## config.mk

```make
export PLATFORM = sky130hd
export DESIGN_NAME = hpsd_top
export DESIGN_NICKNAME = d
export VERILOG_FILES = /design/src/hpsd_pkg.sv /design/src/hpsd_sync.sv /design/src/hpsd_top.sv
export SDC_FILE = /design/constraint.sdc
export NUM_CORES = 1
export LEC_CHECK = 0
export BUFFER_PORTS_ARGS = -buffer_cell sky130_fd_sc_hd__buf_2
export CORE_AREA = 2 2 78 80
export CTS_CLUSTER_SIZE = 14
export DETAILED_ROUTE_END_ITERATION = 8
export DIE_AREA = 0 0 80 82
export GPL_TIMING_DRIVEN = 0
export PLACE_DENSITY = 0.63
export SYNTH_ARGS = -nofsm -noshare
export SYNTH_HDL_FRONTEND = slang
export SYNTH_SLANG_ARGS = --single-unit
```

## constraint.sdc

```tcl
create_clock -name ref_clk -period 3.54 [get_ports ref_clk]
set_input_delay 0.708 -clock ref_clk [delete_from_list [all_inputs] [get_ports ref_clk]]
set_output_delay 0.708 -clock ref_clk [all_outputs]
set_load 0.01 [all_outputs]
```

## src/hpsd_pkg.sv

```systemverilog
// Package: pin vector layout and timing constants for the host port strobe decoder
package hpsd_pkg;
  // ************************************************************
  // Synchronised pin vector layout
  // ************************************************************
  localparam int PIN_W = 21;
  localparam int POS_CFG = 0;
  localparam int POS_STYLE = 1;
  localparam int POS_WR = 2;
  localparam int POS_RD = 3;
  localparam int POS_ALE = 4;
  localparam int POS_CS = 5;
  localparam int POS_ADDR = 6;
  localparam int POS_DATA = 13;
  localparam int ADDR_W = 7;
  localparam int DATA_W = 8;

  // ************************************************************
  // Bus style encoding and reset values
  // ************************************************************
  localparam logic STYLE_SEPARATE = 1'b0;
  localparam logic STYLE_DIR_STROBE = 1'b1;
  localparam logic DIR_READ = 1'b1;
  localparam logic DIR_WRITE = 1'b0;
  localparam logic [6:0] ADDR_RST = 7'h00;
  localparam logic [7:0] DATA_RST = 8'h00;

  // ************************************************************
  // Timing
  // ************************************************************
  localparam int CLK_PERIOD_NS = 10;
  localparam int SYNC_STAGES = 2;
  // Cycles after reset release until the pin synchroniser holds real values
  localparam logic [1:0] SETTLE_CYCLES = 2'h2;
endpackage : hpsd_pkg

```

## src/hpsd_sync.sv

```systemverilog
// Two flip-flop synchroniser for a vector of asynchronous pins
`timescale 1ns/10ps
module hpsd_sync #(
  parameter int WIDTH = 1
) (
  // Clock and reset
  input wire logic ref_clk,
  input wire logic rst,
  // Pins in, synchronised levels out
  input wire logic [WIDTH-1:0] pin_in,
  output logic [WIDTH-1:0] pin_sync
);
  logic [WIDTH-1:0] meta_reg;
  logic [WIDTH-1:0] sync_reg;

  // First stage feeds only the second stage
  always_ff @(posedge ref_clk or posedge rst) begin
    if (rst) begin
      meta_reg <= '0;
      sync_reg <= '0;
    end else begin
      meta_reg <= pin_in;
      sync_reg <= meta_reg;
    end
  end

  assign pin_sync = sync_reg;
endmodule : hpsd_sync

```

## src/hpsd_top.sv

```systemverilog
// Mode select and strobe decoder for the shared parallel host port pins
//
// Function
// [RULE1] Select pin low: host register interface enabled, configuration by register writes.
// [RULE2] Select pin high or floating: host interface disabled, pins configure device.
// [RULE3] Separate-strobe style: write strobe low enables data bus input buffers.
// [RULE4] Separate-strobe style: data captured into addressed register on write strobe rise.
// [RULE5] Direction style: direction high at data strobe fall means read.
// [RULE6] Direction style: direction low at data strobe fall means write.
// [RULE7] Separate-strobe style: read strobe low drives addressed register onto data bus.
// [RULE8] Read strobe released: data bus returns to high impedance.
// [RULE9] Hardware mode: write pin commands channel 0, read pin channel 1 all ones.
// [RULE10] Separate-strobe style: address latched on falling edge of latch enable.
// [RULE11] Host asserts chip select low for every register access.
// [RULE12] Direction style: host holds address strobe low from address valid onward.
// [RULE13] Command high sends unframed all ones; low sends normal traffic.
// [RULE14] Bus style pin sampled once after reset, then held constant.
`timescale 1ns/10ps
module hpsd_top (
  // Clock and reset
  input wire logic ref_clk,
  input wire logic rst,
  // Static configuration pins
  input wire logic config_source_select,
  input wire logic bus_style_pin,
  // Shared strobe pins
  input wire logic write_or_dir_pin,
  input wire logic read_or_data_strobe_pin,
  input wire logic addr_latch_pin,
  input wire logic chip_select_n,
  // Address and data bus pins
  input wire logic [6:0] addr_pin,
  input wire logic [7:0] data_in,
  output logic [7:0] data_out,
  output logic data_oe,
  output logic data_in_en,
  // Register file side
  input wire logic [7:0] reg_rd_data,
  output logic [6:0] reg_addr,
  output logic [7:0] reg_wr_data,
  output logic reg_wr_pulse,
  // Mode and channel commands
  output logic host_if_en,
  output logic tx_all_ones_cmd_ch0,
  output logic tx_all_ones_cmd_ch1
);
  // ************************************************************
  // Pin synchronisation and edge detection
  // ************************************************************
  logic [hpsd_pkg::PIN_W-1:0] pins_raw;
  logic [hpsd_pkg::PIN_W-1:0] pins_s;
  logic [hpsd_pkg::PIN_W-1:0] pins_prev_reg;

  function automatic logic fell(input logic cur, input logic prev);
    fell = prev & ~cur;
  endfunction : fell

  function automatic logic rose(input logic cur, input logic prev);
    rose = cur & ~prev;
  endfunction : rose

  assign pins_raw = {data_in, addr_pin, chip_select_n, addr_latch_pin, read_or_data_strobe_pin,
                     write_or_dir_pin, bus_style_pin, config_source_select};

  hpsd_sync #(.WIDTH(hpsd_pkg::PIN_W)) u_sync (
    .ref_clk(ref_clk),
    .rst(rst),
    .pin_in(pins_raw),
    .pin_sync(pins_s)
  );

  always_ff @(posedge ref_clk or posedge rst) begin
    if (rst) begin
      pins_prev_reg <= '0;
    end else begin
      pins_prev_reg <= pins_s;
    end
  end

  wire cfg_s = pins_s[hpsd_pkg::POS_CFG];
  wire style_s = pins_s[hpsd_pkg::POS_STYLE];
  wire wr_s = pins_s[hpsd_pkg::POS_WR];
  wire rd_s = pins_s[hpsd_pkg::POS_RD];
  wire cs_n_s = pins_s[hpsd_pkg::POS_CS];
  wire [6:0] addr_s = pins_s[hpsd_pkg::POS_ADDR +: hpsd_pkg::ADDR_W];
  wire [7:0] data_s = pins_s[hpsd_pkg::POS_DATA +: hpsd_pkg::DATA_W];
  wire wr_fall = fell(wr_s, pins_prev_reg[hpsd_pkg::POS_WR]);
  wire wr_rise = rose(wr_s, pins_prev_reg[hpsd_pkg::POS_WR]);
  wire rd_fall = fell(rd_s, pins_prev_reg[hpsd_pkg::POS_RD]);
  wire rd_rise = rose(rd_s, pins_prev_reg[hpsd_pkg::POS_RD]);
  // Latch enable falls in separate style, address strobe falls in direction style
  wire ale_fall = fell(pins_s[hpsd_pkg::POS_ALE], pins_prev_reg[hpsd_pkg::POS_ALE]);

  // ************************************************************
  // Bus style capture after reset
  // ************************************************************
  // Sampled once: a style change mid-access would corrupt the strobe meaning
  logic [1:0] settle_cnt_reg;
  logic style_reg;
  logic ready_reg;

  always_ff @(posedge ref_clk or posedge rst) begin
    if (rst) begin
      settle_cnt_reg <= 2'h0;
      style_reg <= hpsd_pkg::STYLE_SEPARATE;
      ready_reg <= 1'b0;
    end else if (!ready_reg) begin
      settle_cnt_reg <= settle_cnt_reg + 2'h1;
      if (settle_cnt_reg == hpsd_pkg::SETTLE_CYCLES) begin
        style_reg <= style_s; // RULE14
        ready_reg <= 1'b1;
      end
    end
  end

  // ************************************************************
  // Mode and access decode
  // ************************************************************
  wire host_mode = ready_reg & ~cfg_s; // RULE1 RULE2
  wire hw_mode = ready_reg & cfg_s;
  wire sep_style = (style_reg == hpsd_pkg::STYLE_SEPARATE);
  wire sel = host_mode & ~cs_n_s; // RULE11
  logic dir_reg;
  logic strobe_active_reg;

  wire sep_wr_done = sel & sep_style & wr_rise;
  wire dir_start = sel & ~sep_style & rd_fall;
  wire dir_wr_done = sel & ~sep_style & strobe_active_reg & rd_rise & (dir_reg == hpsd_pkg::DIR_WRITE);
  wire sep_read = sel & sep_style & ~rd_s;
  wire dir_read = sel & ~sep_style & strobe_active_reg & ~rd_s & (dir_reg == hpsd_pkg::DIR_READ);
  wire read_active = sep_read | dir_read;
  wire in_buf_en = sel & ((sep_style & ~wr_s) | (~sep_style & strobe_active_reg & ~dir_reg));

  // ************************************************************
  // Address latch and direction capture
  // ************************************************************
  logic [6:0] addr_reg;

  always_ff @(posedge ref_clk or posedge rst) begin
    if (rst) begin
      addr_reg <= hpsd_pkg::ADDR_RST;
    end else if (host_mode && ale_fall) begin
      addr_reg <= addr_s; // RULE10 RULE12
    end
  end

  always_ff @(posedge ref_clk or posedge rst) begin
    if (rst) begin
      dir_reg <= hpsd_pkg::DIR_READ;
      strobe_active_reg <= 1'b0;
    end else if (dir_start) begin
      dir_reg <= wr_s; // RULE5 RULE6
      strobe_active_reg <= 1'b1;
    end else if (rd_s || !sel) begin
      strobe_active_reg <= 1'b0;
    end
  end

  // ************************************************************
  // Register file access
  // ************************************************************
  logic [7:0] wr_data_reg;
  logic wr_pulse_reg;

  always_ff @(posedge ref_clk or posedge rst) begin
    if (rst) begin
      wr_data_reg <= hpsd_pkg::DATA_RST;
      wr_pulse_reg <= 1'b0;
    end else begin
      wr_pulse_reg <= sep_wr_done | dir_wr_done; // RULE4 RULE6
      if (sep_wr_done || dir_wr_done) begin
        wr_data_reg <= data_s; // RULE4
      end
    end
  end

  // ************************************************************
  // Data bus drive
  // ************************************************************
  logic [7:0] dout_reg;
  logic oe_reg;
  logic in_en_reg;

  always_ff @(posedge ref_clk or posedge rst) begin
    if (rst) begin
      dout_reg <= hpsd_pkg::DATA_RST;
      oe_reg <= 1'b0;
      in_en_reg <= 1'b0;
    end else begin
      oe_reg <= read_active; // RULE7 RULE8 RULE5
      dout_reg <= read_active ? reg_rd_data : hpsd_pkg::DATA_RST; // RULE7
      in_en_reg <= in_buf_en; // RULE3
    end
  end

  // ************************************************************
  // Hardware mode channel commands
  // ************************************************************
  logic all_ones0_reg;
  logic all_ones1_reg;
  logic host_en_reg;

  // Forced low in host mode so strobe traffic never reaches the transmitters
  always_ff @(posedge ref_clk or posedge rst) begin
    if (rst) begin
      all_ones0_reg <= 1'b0;
      all_ones1_reg <= 1'b0;
      host_en_reg <= 1'b0;
    end else begin
      all_ones0_reg <= hw_mode & wr_s; // RULE9 RULE13
      all_ones1_reg <= hw_mode & rd_s; // RULE9 RULE13
      host_en_reg <= host_mode; // RULE1 RULE2
    end
  end

  assign data_out = dout_reg;
  assign data_oe = oe_reg;
  assign data_in_en = in_en_reg;
  assign reg_addr = addr_reg;
  assign reg_wr_data = wr_data_reg;
  assign reg_wr_pulse = wr_pulse_reg;
  assign host_if_en = host_en_reg;
  assign tx_all_ones_cmd_ch0 = all_ones0_reg;
  assign tx_all_ones_cmd_ch1 = all_ones1_reg;
endmodule : hpsd_top

```

After elaboration in Yosys (flattened, before gate mapping)
Cells that the tools add are included.
{"block": "word_totals", "register_bits": 82, "inputBits": 31}
{"block": "classes", "add_sub_neg": 1, "eq_ne": 1, "n_mux": 5, "bitwise_logic": 36, "reduce_logical": 6}
{"op": "$and 1x1->1", "n": 23}
{"op": "$not 1->1", "n": 10}
{"op": "$mux 8", "n": 1}
{"op": "$mux 1", "n": 4}
{"op": "$or 1x1->1", "n": 3}
{"op": "$add 2x1->2 const B", "n": 1}
{"op": "$eq 2x2->1 const B", "n": 1}
{"op": "$logic_or 1x1->1", "n": 2}
{"op": "$reduce_and 2->1", "n": 1}
{"op": "$reduce_bool 2->1", "n": 1}
{"op": "$logic_and 1x1->1", "n": 1}
{"op": "$logic_not 1->1", "n": 1}

Depth between registers and ports, before layout
Gate-level depths: netlist (run 1).
{"block": "depth", "word_depth": 9, "mapped_depth": 5}

By module
Synthesis (run 1) repeated with hierarchy kept, for this count alone.
{"block": "unflattened", "cells_unflattened": 135, "area_unflattened_um2": 2471.1}
{"mod": "hpsd_top", "instances": 1, "cells_per_inst": 92, "area_per_inst_um2": 1416.4}
{"mod": "hpsd_sync", "instances": 1, "cells_per_inst": 43, "area_per_inst_um2": 1054.8}

Worst setup path before layout (run 1)
Ideal clock, no wire load.
{"block": "synth_path", "path_kind": "flip-flop to flip-flop", "from": "reg dir_reg", "to": "reg wr_data_reg[0] (netlist: reg_wr_data[0])", "setup_time_ns": 0.125, "t_arrival_ns": 1.387, "required_time_ns": 3.415, "setup_slack_ns": 2.029, "path_stages_with_launch": 4, "cell_sequence": "dfstp_2 and4bb_2 a22oi_4 mux2_2"}
{"block": "synth_via", "elab_chain_len": 3}
{"element": "from (decl)", "line": "hpsd_top.sv:123", "source": "logic dir_reg;"}
{"element": "from (signal assigned)", "line": "hpsd_top.sv:149", "source": "dir_reg <= hpsd_pkg::DIR_READ;"}
{"element": "from (signal assigned)", "line": "hpsd_top.sv:152", "source": "dir_reg <= wr_s;"}
{"element": "$not 1->1", "line": "hpsd_top.sv:128", "source": "wire dir_wr_done = sel & ~sep_style & strobe_active_reg & rd_rise & (dir_reg == hpsd_pkg::DIR_WRITE);"}
{"element": "$and 1x1->1", "line": "hpsd_top.sv:128"}
{"element": "$logic_or 1x1->1", "line": "hpsd_top.sv:171", "source": "if (sep_wr_done || dir_wr_done) begin"}
{"element": "to (signal assigned)", "line": "hpsd_top.sv:167", "source": "wr_data_reg <= hpsd_pkg::DATA_RST;"}
{"element": "to (signal assigned)", "line": "hpsd_top.sv:172", "source": "wr_data_reg <= data_s;"}
{"element": "to (decl)", "line": "hpsd_top.sv:162", "source": "logic [7:0] wr_data_reg;"}
Every way passes these cells.
A chain may end at the register's enable or synchronous reset.

Final worst setup path (run 1)
{"block": "layout_path", "from": "reg ready_reg", "to": "reg addr_reg[0] (netlist: reg_addr[0])"}
{"block": "layout_via", "elab_chain_len": 2}
{"element": "from (decl)", "line": "hpsd_top.sv:100", "source": "logic ready_reg;"}
{"element": "from (signal assigned)", "line": "hpsd_top.sv:106", "source": "ready_reg <= 1'b0;"}
{"element": "from (signal assigned)", "line": "hpsd_top.sv:111", "source": "ready_reg <= 1'b1;"}
{"element": "$and 1x1->1", "line": "hpsd_top.sv:119", "source": "wire host_mode = ready_reg & ~cfg_s;"}
{"element": "$logic_and 1x1->1", "line": "hpsd_top.sv:142", "source": "end else if (host_mode && ale_fall) begin"}
{"element": "to (signal assigned)", "line": "hpsd_top.sv:141", "source": "addr_reg <= hpsd_pkg::ADDR_RST;"}
{"element": "to (signal assigned)", "line": "hpsd_top.sv:143", "source": "addr_reg <= addr_s;"}
{"element": "to (decl)", "line": "hpsd_top.sv:137", "source": "logic [6:0] addr_reg;"}
Every way passes these cells.

==> results.toml, run 1 <==
[final_layout]
fillers = 505
diodes = 0
syn2layout_area_growth_pct = 23.78
drive_gt1_share_pct = 47.85
layout.nets = 236

[min_path]
hold_end = "u_sync.pin_sync[11]$_DFF_PP0_"
worstHoldStart = "u_sync.meta_reg[11]$_DFF_PP0_"
holdPathStages = 0
hold_path_class = "reg2reg"

[floorplan]
start_util_pct = 42.94
dieArea_sq_um = 6560
core-area_sq_um = 5746
die_w_um = 80
io_pins = 60
die_h_um = 82
std_cell_rows = 28

[run_status]
status = "finished, final reports clean"

[synthesis]
synth-seq-area-share_pct = 81.19
synth_top_cell_area_share_pct = 80.12
yosys.area.top_type = "dfrtp_1"
netlist_area_sq_um = 2467
synth_area_leaders = "dfrtp_1 80%, mux2_2 7.8%, and2_1 2.0%"
syn_inst = 134
avgSynthCellArea_sq_um = 18.41
ys_types = 25
synth_seq_cells = 80
mappedNetlistNets = 166
yosysWarnings = 0

[placement]
portBuffers = 59
dp.final_hpwl_mm = 2.523
gp_congestion = 0.8097
pre_cts_slack_ns = 1.852

[clock_tree]
post_cts_buffers = 0
cts_tree = "built"
clockRootBuffer = "clkbuf_8"
clock_path_buffers = 2
path_clk_slew_ns = 0.08
cts_resized = 0
hold_buffers = 0
cts_sinks = 80
cts_buffers = 9
cts_max_level = 3
worstSkewPairLatency_ns = 0.34

[grt]
grt_usage_pct = 12.83
antenna_found_initial = 0
globalRouteOverflowTotal = 0
grt_max_degree = 81
first_global_vias = 1385
grt_pass1_wl_mm = 5.996

[sta]
finalSetupTns_ns = 0
fin_crit_sh_pct = 47.84
finalHoldViolations = 0
rsz0062_at_grt = "no"
worst_slack_ns = 1.846
fin_crit_ns = 1.694
relSlewSlack_pct = 39.69
max_slew.worst_pin.slew_ns = 0.9047
fmax_mhz = 590.5
drv_slew = 0
clock_skew_ns = 0.008225
final-setup-viol-count = 0

[setup_path]
crit_arrival_ns = 1.91
crit_required_ns = 3.76
r2r_end = "reg_addr[0]$_DFFE_PP0P_"
critPathCaptureType = "flip-flop"
cp_max_fo = 9
critPathMaxStageDelay_ns = 0.51
r2r_cells = 4
critical_path_class = "reg2reg"
reg2reg_slack_ns = 1.85
path_cells = "clkbuf_2 > nand2b_2 > nor3b_2 > mux2_2"
crit_slowest_cell = "nor3b_2"
timing.rr.start = "ready_reg$_DFF_PP0_"
worst_setup_path_start_kind = "flip-flop"

[route]
vias = 1267
drt-initial-drc-count = 21
drtPass1Iterations = 4
wl_per_cell_um = 13.04
ant_nets = 0
drc_errors = 0
viasPerCell = 4.461
drt-total-wl_mm = 3.702

[power]
leakage_nw = 1.511
p_per_area_nw_per_um2 = 593.4
irDropWorstVdd_mv = 0.3313

[flow_run]
maxCapViolCount = 0
==> power by group <==
part           internal, mW  switching, mW  leakage [nW]
Combinational        0.0753         0.0745         0.461
Clock                 0.330          0.313        0.0933
Sequential            0.986         0.0344         0.957
==> kinds of logic (layout without fill, tap and decap cells) <==
kind of cell             count (synthesis)  count (layout)  share of synthesized area, %
flip-flops                              80              80                         81.19
adder cells (fa/ha/maj)                  1               1                        0.5070
AO/OA/AOI/OAI                            5               5                         2.637
XOR/XNOR                                 1               1                        0.3550
buffers and inverters                    6              81                        0.9634
multiplexers                            17              17                         7.758
AND/OR/NAND/NOR                         24              24                         6.592
==> how the worst max path moves through the flow <==
| stage | depth (start not counted) | end | from | slack (ns) |
|---|---|---|---|---|
| 5_1_grt | 4 | reg_addr[5]$_DFFE_PP0P_ | ready_reg$_DFF_PP0_ | 1.72 |
| 6_report | 4 | reg_addr[0]$_DFFE_PP0P_ | ready_reg$_DFF_PP0_ | 1.85 |
| 3_5_place_dp | 4 | reg_addr[6]$_DFFE_PP0P_ | ready_reg$_DFF_PP0_ | 1.85 |
| 2_1_floorplan | 1 | data_in_en$_DFF_PP0_ | rst | 0.78 |
| 3_3_place_gp | 2 | data_out[5]$_DFF_PP0_ | rst | 0.18 |
| 4_1_cts | 4 | reg_addr[0]$_DFFE_PP0P_ | ready_reg$_DFF_PP0_ | 1.81 |
==> worst max-delay path: cells and delay by family (launching register included) <==
family        cells  cell delay (ns)
buf+inv           1             0.19
simple gates      2             0.66
mux               1             0.40
flops             1             0.34
==> per-stage QoR <==
stage                     hold WS [ns]  util (%)  instances  cell area [sq um]  power, mW
final                           0.3438     53.16        284               3054      1.812
after global routing            0.3592     53.16        284               3054      1.903
after CTS                       0.3469     53.16        284               3054      1.845
after detailed placement        0.3347     49.76        268               2859      1.193
after global placement          0.3317     49.72        268               2856      1.180
after floorplan                 0.3312         -        134               2467      1.113
==> cells in the final DEF (no fill, tap or decap), drive strengths merged <==
master,count
nor4,2
inv,7
and4bb,2
a2111oi,1
xnor2,1
dfstp,1
and2,8
clkbuf,11
nand2,3
nor2b,1
mux2,17
nor2,1
nor4b,1
clkinvlp,2
o21ai,1
or2,1
a21oi,1
nor3,1
a22oi,1
bufinv,1
nand2b,1
a31oi,1
ha,1
and3,2
buf,59
nor3b,1
dfrtp,79
clkinv,1
==> synth_stat cells, drive strengths merged <==
cell	count
nor3	1
xnor2	1
a22oi	1
ha	1
nor2b	1
nor3b	1
a2111oi	1
dfstp	1
mux2	17
and4bb	2
and2	8
clkbuf	1
nand2	3
and3	2
a31oi	1
inv	5
nor4	2
a21oi	1
nor4b	1
or2	1
nand2b	1
nor2	1
o21ai	1
dfrtp	79
==> layout make-up <==
class                   count  area, sq um  area share, %
plain buffers               1        5.005         0.1639
clock buffers              10        127.6          4.179
clock inverters             6        67.56          2.212
inverters                   5        21.27         0.6964
multi-input cells          48        440.4          14.42
flip-flops and latches     80         2003          65.59
well taps                  75        93.84          3.073
repair buffers             59        295.3          9.668
==> routing by layer <==
| metal | part of all wire (%) | up-vias | GRT usage (%) | wire (um) |
|---|---|---|---|---|
| met2 | 50 | 51 | 20.58 | 1866 |
| met1 | 40 | 628 | 13.94 | 1468 |
| met3 | 7.9 | 6 | 5.604 | 291 |
| li1 | - | 582 | - | - |
| met4 | 2.1 | 0 | 8.305 | 76 |
| met5 | 0 | - | 0 | 0 |
No activity file was read; power rests on OpenSTA's default activity.
==> run 2, diff against run 1 <==
==> constraint.sdc (replaced) <==
create_clock -name ref_clk -period 1.68 [get_ports ref_clk]
set_input_delay 0.336 -clock ref_clk [delete_from_list [all_inputs] [get_ports ref_clk]]
set_output_delay 0.336 -clock ref_clk [all_outputs]
set_load 0.01 [all_outputs]
==> run 2 against run 1 <==
  * Total power is 110% higher
  * Routed wire length is 0.70% higher
  * Clock power up 110%
  * Clock-buffer cell count increased by 2
  * Core utilization is 1.4 points higher
  * Worst setup slack worse by 1.8 ns
  * Clock skew about the same
  * Die area unchanged
  * Critical endpoint is now reg_wr_data[3]$_DFFE_PP0P_
==> results.toml, run 2 (synthesis results as in run 1) <==
[power]
p_per_area_nw_per_um2 = 1215
leakage_nw = 1.550
irDropWorstVdd_mv = 1.044

[grt]
globalRouteOverflowTotal = 0
grt_usage_pct = 12.81
first_global_vias = 1348
antenna_found_initial = 0
grt_max_degree = 34
grt_pass1_wl_mm = 5.968

[run_status]
status = "finished, final reports clean"

[clock_tree]
clock_path_buffers = 2
cts_sinks = 80
cts_max_level = 3
cts_tree = "built"
worstSkewPairLatency_ns = 0.34
cts_buffers = 9
clockRootBuffer = "clkbuf_8"
path_clk_slew_ns = 0.07

[sta]
clock_skew_ns = 0.008663
max_slew.worst_pin.slew_ns = 0.4647
fmax_mhz = 625.7
finalHoldViolations = 0
rsz0062_at_grt = "no"
fin_crit_ns = 1.598
final-setup-viol-count = 0
relSlewSlack_pct = 69.02
fin_crit_sh_pct = 95.13
worst_slack_ns = 0.08183
fin_hold_ws_ns = 0.09467
drv_slew = 0

[placement]
gp_congestion = 0.7461
portBuffers = 59
pre_cts_slack_ns = -0.01341
placedCellCount = 270
dp.final_hpwl_mm = 2.604

[final_layout]
diodes = 0
final_common_cell = "dfrtp_1"
drive_gt1_share_pct = 48.11
syn2layout_area_growth_pct = 27.08
layout_common_cells = "79 x dfrtp_1, 59 x buf_2, 17 x mux2_2"
layout.nets = 240
post-route-util_pct = 54.57
fin_cells = 287

[route]
drc_errors = 0
ant_nets = 0
drt-total-wl_mm = 3.728
viasPerCell = 4.443
wl_per_cell_um = 12.99
vias = 1275
drt-initial-drc-count = 41
drtPass1Iterations = 3

[floorplan]
dieArea_sq_um = 6560
io_pins = 60
core-area_sq_um = 5746
die_w_um = 80
die_h_um = 82
std_cell_rows = 28
start_util_pct = 42.94

[setup_path]
critPathCaptureType = "flip-flop"
crit_required_ns = 1.91
critical_path_class = "reg2reg"
r2r_cells = 5
cp_max_fo = 9
worst_setup_path_start_kind = "flip-flop"
crit_arrival_ns = 1.82

[flow_run]
maxCapViolCount = 0

[min_path]
holdPathStages = 1
hold_path_class = "in2reg"
==> run 2: final timing paths <==
kind,endpoint,from,slack (ns)
worst max-delay path,reg_wr_data[3]$_DFFE_PP0P_,ready_reg$_DFF_PP0_,0.08
worst min-delay path,u_sync.meta_reg[7]$_DFF_PP0_,addr_pin[1],0.09
worst max register to register,reg_wr_data[3]$_DFFE_PP0P_,ready_reg$_DFF_PP0_,0.08
worst min register to register,u_sync.pin_sync[8]$_DFF_PP0_,u_sync.meta_reg[8]$_DFF_PP0_,0.35
max in group asynchronous,dir_reg$_DFFE_PP1P_,rst,0.38
min in group asynchronous,reg_wr_data[2]$_DFFE_PP0P_,rst,0.53
==> run 2: stage by stage <==
| stage | power, mW | area (sq um) | TNS [ns] |
|---|---|---|---|
| 2_1_floorplan | 2.346 | 2471 | 0 |
| 3_3_place_gp | 2.489 | 2860 | 0 |
| 3_5_place_dp | 2.522 | 2900 | -0.06613 |
| 4_1_cts | 3.872 | 3110 | 0 |
| 5_1_grt | 4.008 | 3136 | 0 |
| 6_report | 3.809 | 3136 | 0 |
==> run 2: what timing repair did <==
| item | in CTS | in global routing |
|---|---|---|
| pin swaps | 1 | 1 |
| hold endpoints to repair | 18 | 0 |
| hold buffers | 1 | 0 |
| resized for setup | 2 | 1 |
| setup endpoints to repair | 8 | 8 |
| buffers inserted | 0 | 1 |
==> run 2: worst max-delay path: stages (launching register included) <==
cell	delay, ns
dfrtp_1	0.36
clkbuf_2	0.18
and4bb_1	0.26
a22oi_4	0.21
buf_12	0.15
mux2_2	0.33
==> run 2: final cells by class <==
| class | count | area (sq um) |
|---|---|---|
| Clock buffer | 12 | 145.1 |
| Clock inverter | 3 | 42.54 |
| Inverter | 5 | 22.52 |
| Timing Repair Buffer | 63 | 365.4 |
| Fill cell | 483 | 2610 |
| Tap cell | 75 | 93.84 |
| Sequential cell | 80 | 2003 |
| Multi-Input combinational cell | 48 | 457.9 |
| Buffer | 1 | 5.005 |
==> run 2: per-layer routing <==
metal | GRT usage, % | share of wire, % | vias up
met5 | 0 | 0 | -
met4 | 8.136 | 2.8 | 0
met3 | 5.824 | 7.7 | 8
met2 | 20.00 | 47 | 45
met1 | 14.33 | 42 | 633
li1 | - | - | 589
==> run 2: report_power, final <==
group | internal [mW] | switching [mW] | total (mW)
registers | 2.08 | 0.0708 | 2.15
clock network | 0.717 | 0.609 | 1.33
logic | 0.174 | 0.161 | 0.334
